==> src/design/gpio_port_pkg.sv <==
package gpio_port_pkg;
  // port geometry
  localparam int PORT_WIDTH = 8; // pins per full port
  // drive mode codes, {drive_mode_hi, drive_mode_lo}
  localparam logic [1:0] DM_PULLUP = 2'h0; // resistive high, strong low
  localparam logic [1:0] DM_STRONG = 2'h1; // strong high and low
  localparam logic [1:0] DM_HIZ_ANALOG = 2'h2; // input buffer off
  localparam logic [1:0] DM_OPEN_DRAIN = 2'h3; // strong low, input on
  // reset values
  localparam logic [7:0] RST_DATA = 8'h00;
  localparam logic [7:0] RST_DM_LO = 8'h00;
  localparam logic [7:0] RST_DM_HI = 8'hFF; // every pin high-z analog
  localparam logic [7:0] RST_IRQ_EN = 8'h00;
  localparam logic [7:0] RST_LAST_READ = 8'h00;
  // regulated level field position in the io config byte
  localparam int REG_LEVEL_LSB = 4;
  localparam int REG_LEVEL_MSB = 5;

  // per-pin drive controls toward the pad
  typedef struct packed {
    logic [7:0] out_val; // value placed on the pad
    logic [7:0] out_en; // pad driven
    logic [7:0] pull_up; // resistive pull-up active
    logic [7:0] reg_high; // strong high taken from the regulator
    logic [7:0] in_en; // input buffer on
  } pad_ctrl_type;
endpackage

==> src/design/gpio_port.sv <==
// Contract
// - port of eight identical pin slices
// - written data bit drives pin per mode
// - data read returns sampled pin level
// - input buffer off only in analog mode
// - regulator bit picks regulated strong high level
// - pull-up always pulls to chip supply
// - level field at config bits four, five
// - per-pin enable, one chip-wide mode bit
// - per-pin active-low irq, wire-ORed together
// - pin irq depends on enable and condition
// - shared line asserts by edge, releases level
// - enabling with condition met asserts immediately
// - irq holds until a release condition
// - overlapping sources give no new edge
// - mode zero: irq while pin low
// - mode one: irq when pin differs last read
// - enable zero keeps irq deasserted
// - change-mode read reloads last-read latch
// - two-bit drive mode encoding
// - reset puts every pin in analog mode
// - analog pin reads zero, so irq in low mode if enabled
`timescale 1ns/1ps
`default_nettype none
module gpio_port
  import gpio_port_pkg::*;
#(
  parameter int WIDTH = PORT_WIDTH
)(
  input wire logic clk_sys,
  input wire logic rstn,
  input wire logic data_wr, // one-cycle write strobe of port data
  input wire logic [WIDTH-1:0] data_wdata,
  input wire logic data_rd, // one-cycle read strobe of port data
  input wire logic dm_lo_wr,
  input wire logic dm_hi_wr,
  input wire logic [WIDTH-1:0] dm_wdata,
  input wire logic irq_en_wr,
  input wire logic [WIDTH-1:0] irq_en_wdata,
  input wire logic irq_mode_select, // 0 low level, 1 change
  input wire logic regulator_enable,
  input wire logic [7:0] io_config_reg, // level field read from here
  input wire logic [WIDTH-1:0] pin_in, // asynchronous pad levels
  output logic [WIDTH-1:0] port_rdata, // registered read data
  output logic [WIDTH-1:0] pin_out,
  output logic [WIDTH-1:0] pin_oe,
  output logic [WIDTH-1:0] pin_pullup,
  output logic [WIDTH-1:0] pin_reg_high,
  output logic [1:0] reg_level_sel,
  output logic [WIDTH-1:0] pin_irq_n, // per-pin active-low requests
  output logic gpio_irq // shared request, active high
);

  // stored controls
  logic [WIDTH-1:0] port_data_reg_ff; // output bits
  logic [WIDTH-1:0] drive_mode_lo_ff;
  logic [WIDTH-1:0] drive_mode_upper_reg_ff;
  logic [WIDTH-1:0] pin_irq_enable_reg_ff;
  logic [WIDTH-1:0] last_read_ff; // change-mode reference
  // three-stage input synchroniser
  logic [WIDTH-1:0] sync1_ff;
  logic [WIDTH-1:0] sync2_ff;
  logic [WIDTH-1:0] sync3_ff;
  logic [WIDTH-1:0] pin_level_ff; // debounced: changes when 2 and 3 agree
  // registered outputs
  logic [WIDTH-1:0] rdata_ff;
  logic [WIDTH-1:0] irq_n_ff;
  logic irq_ff;
  pad_ctrl_type pad_ff;
  logic [1:0] lvl_ff;

  // per-pin match of the two mode bits against one mode code
  function automatic logic [WIDTH-1:0] mode_is(
    input logic [WIDTH-1:0] hi,
    input logic [WIDTH-1:0] lo,
    input logic [1:0] code
  );
    return (code[1] ? hi : ~hi) & (code[0] ? lo : ~lo);
  endfunction

  // decode of drive mode per pin; one code each, so modes never overlap
  wire logic [WIDTH-1:0] is_analog = mode_is(drive_mode_upper_reg_ff,
    drive_mode_lo_ff, DM_HIZ_ANALOG);
  wire logic [WIDTH-1:0] is_strong = mode_is(drive_mode_upper_reg_ff,
    drive_mode_lo_ff, DM_STRONG);
  wire logic [WIDTH-1:0] is_pullup = mode_is(drive_mode_upper_reg_ff,
    drive_mode_lo_ff, DM_PULLUP);
  wire logic [WIDTH-1:0] is_odrain = mode_is(drive_mode_upper_reg_ff,
    drive_mode_lo_ff, DM_OPEN_DRAIN);
  // analog pins have their input buffer off and read as zero
  wire logic [WIDTH-1:0] in_en = ~is_analog;
  wire logic [WIDTH-1:0] sampled = pin_level_ff & in_en;
  // drive: low driven strongly unless analog; high only when strong
  wire logic [WIDTH-1:0] nxt_oe = (is_strong
    | ((is_pullup | is_odrain) & ~port_data_reg_ff));
  wire logic [WIDTH-1:0] nxt_pull = is_pullup
    & port_data_reg_ff;
  wire logic [WIDTH-1:0] nxt_regh = is_strong
    & {WIDTH{regulator_enable}};
  // interrupt condition: level low, or differs from last read
  wire logic [WIDTH-1:0] cond = irq_mode_select
    ? (sampled ^ last_read_ff) : ~sampled;
  wire logic [WIDTH-1:0] nxt_irq_n = ~(pin_irq_enable_reg_ff
    & cond);
  // a read of the port also refreshes the change reference
  wire logic [WIDTH-1:0] nxt_last_read = data_rd ? sampled
    : last_read_ff;

  // input synchroniser; stage one feeds only stage two
  always_ff @(posedge clk_sys or negedge rstn)
  begin
    if (!rstn)
    begin
      sync1_ff <= '0;
      sync2_ff <= '0;
      sync3_ff <= '0;
      pin_level_ff <= '0;
    end
    else
    begin
      sync1_ff <= pin_in;
      sync2_ff <= sync1_ff;
      sync3_ff <= sync2_ff;
      // a bit is taken once stages two and three agree
      pin_level_ff <= (sync2_ff & sync3_ff)
        | (pin_level_ff & (sync2_ff | sync3_ff));
    end
  end

  // software writable controls, one bit per slice
  always_ff @(posedge clk_sys or negedge rstn)
  begin
    if (!rstn)
    begin
      port_data_reg_ff <= RST_DATA;
      drive_mode_lo_ff <= RST_DM_LO;
      drive_mode_upper_reg_ff <= RST_DM_HI;
      pin_irq_enable_reg_ff <= RST_IRQ_EN;
    end
    else
    begin
      if (data_wr)
        port_data_reg_ff <= data_wdata;
      if (dm_lo_wr)
        drive_mode_lo_ff <= dm_wdata;
      if (dm_hi_wr)
        drive_mode_upper_reg_ff <= dm_wdata;
      if (irq_en_wr)
        pin_irq_enable_reg_ff <= irq_en_wdata;
    end
  end

  // read path and last-read latch; reads return pins, not stored bits
  always_ff @(posedge clk_sys or negedge rstn)
  begin
    if (!rstn)
    begin
      rdata_ff <= '0;
      last_read_ff <= RST_LAST_READ;
    end
    else
    begin
      // read data is held between reads so software sees a stable word
      if (data_rd)
        rdata_ff <= sampled;
      last_read_ff <= nxt_last_read;
    end
  end

  // pad controls and interrupt outputs, one slice per pin
  always_ff @(posedge clk_sys or negedge rstn)
  begin
    if (!rstn)
    begin
      pad_ff <= '0;
      lvl_ff <= '0;
      irq_n_ff <= '1;
      irq_ff <= 1'b0;
    end
    else
    begin
      pad_ff.out_val <= port_data_reg_ff & ~is_analog;
      pad_ff.out_en <= nxt_oe;
      pad_ff.pull_up <= nxt_pull;
      pad_ff.reg_high <= nxt_regh;
      pad_ff.in_en <= in_en;
      lvl_ff <= io_config_reg[REG_LEVEL_MSB:REG_LEVEL_LSB];
      // per-pin term follows condition, so it holds until released
      irq_n_ff <= nxt_irq_n;
      // shared line is the OR; a second source hides a release
      irq_ff <= |(~nxt_irq_n);
    end
  end

  assign port_rdata = rdata_ff;
  assign pin_out = pad_ff.out_val;
  assign pin_oe = pad_ff.out_en;
  assign pin_pullup = pad_ff.pull_up;
  assign pin_reg_high = pad_ff.reg_high;
  assign reg_level_sel = lvl_ff;
  assign pin_irq_n = irq_n_ff;
  assign gpio_irq = irq_ff;
endmodule
`default_nettype wire

==> config.mk <==
export PLATFORM = sky130hd
export DESIGN_NAME = gpio_port
export DESIGN_NICKNAME = d
export VERILOG_FILES = /design/src/design/gpio_port_pkg.sv /design/src/design/gpio_port.sv
export SDC_FILE = /design/constraint.sdc
export NUM_CORES = 1
export LEC_CHECK = 0
export ABC_AREA = 1
export BUFFER_PORTS_ARGS = -buffer_cell sky130_fd_sc_hd__buf_4
export CORE_ASPECT_RATIO = 1.25
export CORE_UTILIZATION = 45
export DETAILED_ROUTE_END_ITERATION = 6
export PLACE_DENSITY = 0.78
export SKIP_LAST_GASP = 1
export SYNTH_ARGS = -nofsm -noshare
export SYNTH_HDL_FRONTEND = slang
export SYNTH_SLANG_ARGS = --single-unit
==> constraint.sdc <==
create_clock -name clk_sys -period 3.06 [get_ports clk_sys]
set_clock_uncertainty 0.15 [all_clocks]
set_input_delay 0.612 -clock clk_sys [delete_from_list [all_inputs] [get_ports clk_sys]]
set_output_delay 0.612 -clock clk_sys [all_outputs]
set_load 0.05 [all_outputs]
==> impl_metrics.env <==
export IMPL_fmax_mhz=533
export IMPL_critical_path_class="flop to output pin"
export IMPL_grt_max_degree=73
export IMPL_leakage_nw=3.01
export IMPL_routedWlPerCell_microns=13.3
export IMPL_insertion_delay_ps=400
export IMPL_fin_util_pct=62.3
export IMPL_fin_tns_setup_ps=0
export IMPL_synth_area_leader_cell="dfrtp_1"
export IMPL_io_pin_count=100
export IMPL_power_per_cell_area_mw_per_mm2=752
export IMPL_grt_overflow_total=0
export IMPL_dp_slack_ps=1420
export IMPL_cap_violations=0
export IMPL_swShare_pct=27.7
export IMPL_drive_above_1_share_pct=33.7
export IMPL_cts_buffers=17
export IMPL_critPathCaptureType="output pin"
export IMPL_worstPathRequired_ps=2300
export IMPL_maxSlewHeadroom_pct=64.1
export IMPL_peakVddDrop_uv=494
export IMPL_grt_pass1_wl_microns=14000
export IMPL_grt_antenna_before_repair=0
export IMPL_clk_pin_slew_ps=50
export IMPL_internal_power_mw=3.14
export IMPL_slowest_stage="dfstp_2"
export IMPL_route_detailed_drc=0
export IMPL_yosysSeqAreaShare_pct=66.2
export IMPL_pwr_share_seq_pct=40.5
export IMPL_combPwrFrac_pct=16.6
export IMPL_net_switching_power_mw=1.20
export IMPL_crit_fanout=1
export IMPL_netlist_instances=374
export IMPL_setup_viol=0
export IMPL_gp_congestion=0.775
export IMPL_root_buffer="clkbuf_16"
export IMPL_yosys_most_used_dff="dfrtp_1"
export IMPL_busiest_layer="met2"
export IMPL_syn_to_final_growth_pct=32.1
export IMPL_grt_pass1_vias=2898
export IMPL_cts_resized_gates=0
export IMPL_start_util_pct=47.2
export IMPL_async_flop_share_pct=100
export IMPL_place_hpwl_microns=5710
export IMPL_met1_usage_pct=21.5
export IMPL_synth_edff_count=0
export IMPL_use_met3_pct=6.71
export IMPL_setup_slack_ps=1180
export IMPL_coreArea_sq_mm=0.00927
export IMPL_ys_top_cells_by_area="dfrtp_1 (57%), dfstp_2 (9.6%), ha_1 (6.9%)"
export IMPL_drt_total_wl_microns=8210
export IMPL_die_h_microns=112
export IMPL_antenna_left=0
export IMPL_layout_nets=553
export IMPL_rows=39
export IMPL_critPathLaunchType="flop"
export IMPL_dieArea_sq_mm=0.0101
export IMPL_grt_setup_unrepaired="no"
export IMPL_track_usage_pct=18.4
export IMPL_synthTopCellsByCount="dfrtp_1 (99), nand2_1 (76), inv_1 (60)"
export IMPL_fin_crit_ps=1880
export IMPL_via_per_inst=4.58
export IMPL_yosys_area_top_type_share_pct=56.6
export IMPL_final_hold_viol_count=0
export IMPL_yosys_cell_types_count=20
export IMPL_post_route_period_util_pct=61.3
export IMPL_outcome="finished, final reports clean"
export IMPL_yosysMostFrequentCell="dfrtp_1"
export IMPL_syn_area_per_cell_sq_um=11.7
export IMPL_use_met2_pct=30.4
export IMPL_path_buf_inv=1
export IMPL_vias=2819
export IMPL_io_buffers=93
export IMPL_slowest_delay_ps=520
export IMPL_crit_arrival_ps=1110
export IMPL_worst_pin_slew_ps=539
export IMPL_cts_tree="done"
export IMPL_hold_buffers=0
export IMPL_first_pass_iters=4
export IMPL_place_area_sq_mm=0.00521
export IMPL_crit_family="flip-flops"
export IMPL_drv_slew=0
export IMPL_hold_path_class="primary input to async pin"
export IMPL_synth_fp_nets=447
export IMPL_synth_area_sq_mm=0.00437
export IMPL_die_w_microns=90.2
export IMPL_yosys_warnings=0
export IMPL_clockBufferDepth=2
export IMPL_clockPowerShare_pct=42.9
export IMPL_post_cts_setup_buffers=0
export IMPL_final_area_sq_mm=0.00578
export IMPL_htree_levels=4
export IMPL_diodes=0
export IMPL_crit_chain="buf_4"
export IMPL_synth_seq_cells=115
export IMPL_drt_iter0_markers=100
export IMPL_clock_sinks=115
==> worst register-to-register path: stages (launching register included) <==
cell and delay [ps]:
dfstp_2 530, ha_1 210, inv_1 60, nand2_1 90, nand2_2 60, nand3_2 80, nand2_1 60, nor2_1 140
nand2_1 70
==> logic make-up after synthesis <==
group | count (synthesis) | synth area share (%)
flops | 115 | 66.2
simple gates | 111 | 11.6
buf+inv | 68 | 6.32
compound gates | 40 | 5.03
fa+ha+maj | 32 | 8.70
mux | 8 | 2.06
==> stage by stage <==
stage / power (mW) / hold slack, ps / cells
finish: 4.35 / 45.3 / 616
global route: 4.54 / 86.4 / 616
CTS: 4.39 / 53.5 / 616
detailed placement: 2.51 / 186 / 584
global placement: 2.49 / 182 / 584
floorplan: 2.24 / 166 / 374
==> per-layer routing <==
layer | up-vias | wire length (microns) | share of wire (%)
li1 | 1365 | - | -
met1 | 1361 | 3360 | 41
met2 | 79 | 4280 | 52
met3 | 14 | 409 | 5.0
met4 | 0 | 168 | 2.0
met5 | - | 0 | 0
==> registers in the layout (all words and copies together) (netlist names), 2 cells and up <==
name / flops
drive_mode_lo_ff: 8
drive_mode_upper_reg_ff: 8
last_read_ff: 8
pin_irq_enable_reg_ff: 8
pin_irq_n: 8
pin_level_ff: 8
pin_oe: 8
pin_out: 8
pin_pullup: 8
pin_reg_high: 8
port_data_reg_ff: 8
reg_level_sel: 2
sync1_ff: 8
sync2_ff: 8
sync3_ff: 8
==> power groups by stage <==
stage / Combinational, mW / Sequential (mW) / Clock (mW)
floorplan: 0.197 / 2.05 / 0
global placement: 0.714 / 1.78 / 0
detailed placement: 0.727 / 1.78 / 0
CTS: 0.730 / 1.76 / 1.90
global route: 0.780 / 1.78 / 1.98
finish: 0.722 / 1.76 / 1.86
==> cells in the final DEF, fill, tap and decap left out, types with 8 or more instances in the layout <==
master and count:
dfrtp_1 99, buf_4 93, nand2_1 76, inv_1 60
o21ai_0 28, ha_1 24, clkbuf_16 17, dfstp_2 16
nor2_1 11, maj3_1 8, o21bai_1 8, mux2_2 8
==> final timing paths <==
check	depth (start not counted)	from	slack, ps	to
worst min-delay path	1	rstn	50	gpio_irq
min in group clk_sys	1	pin_in[0]	160	sync1_ff[0]
worst max-delay path	1	pin_irq_n[3]	1180	pin_irq_n[3]
worst min register to register	0	sync1_ff[3]	190	sync2_ff[3]
worst max register to register	8	drive_mode_upper_reg_ff[0]	1500	gpio_irq
max in group asynchronous	2	rstn	1920	drive_mode_upper_reg_ff[1]
==> cell type report <==
cell class	count	area, sq um
clock inverter	11	111
multi-input combinational	191	1200
sequential	115	2900
timing repair buffer	94	718
fill	747	3490
inverter	61	236
clock buffer	21	460
tap	123	154
Note: power is estimated with default switching activity, not from simulation.
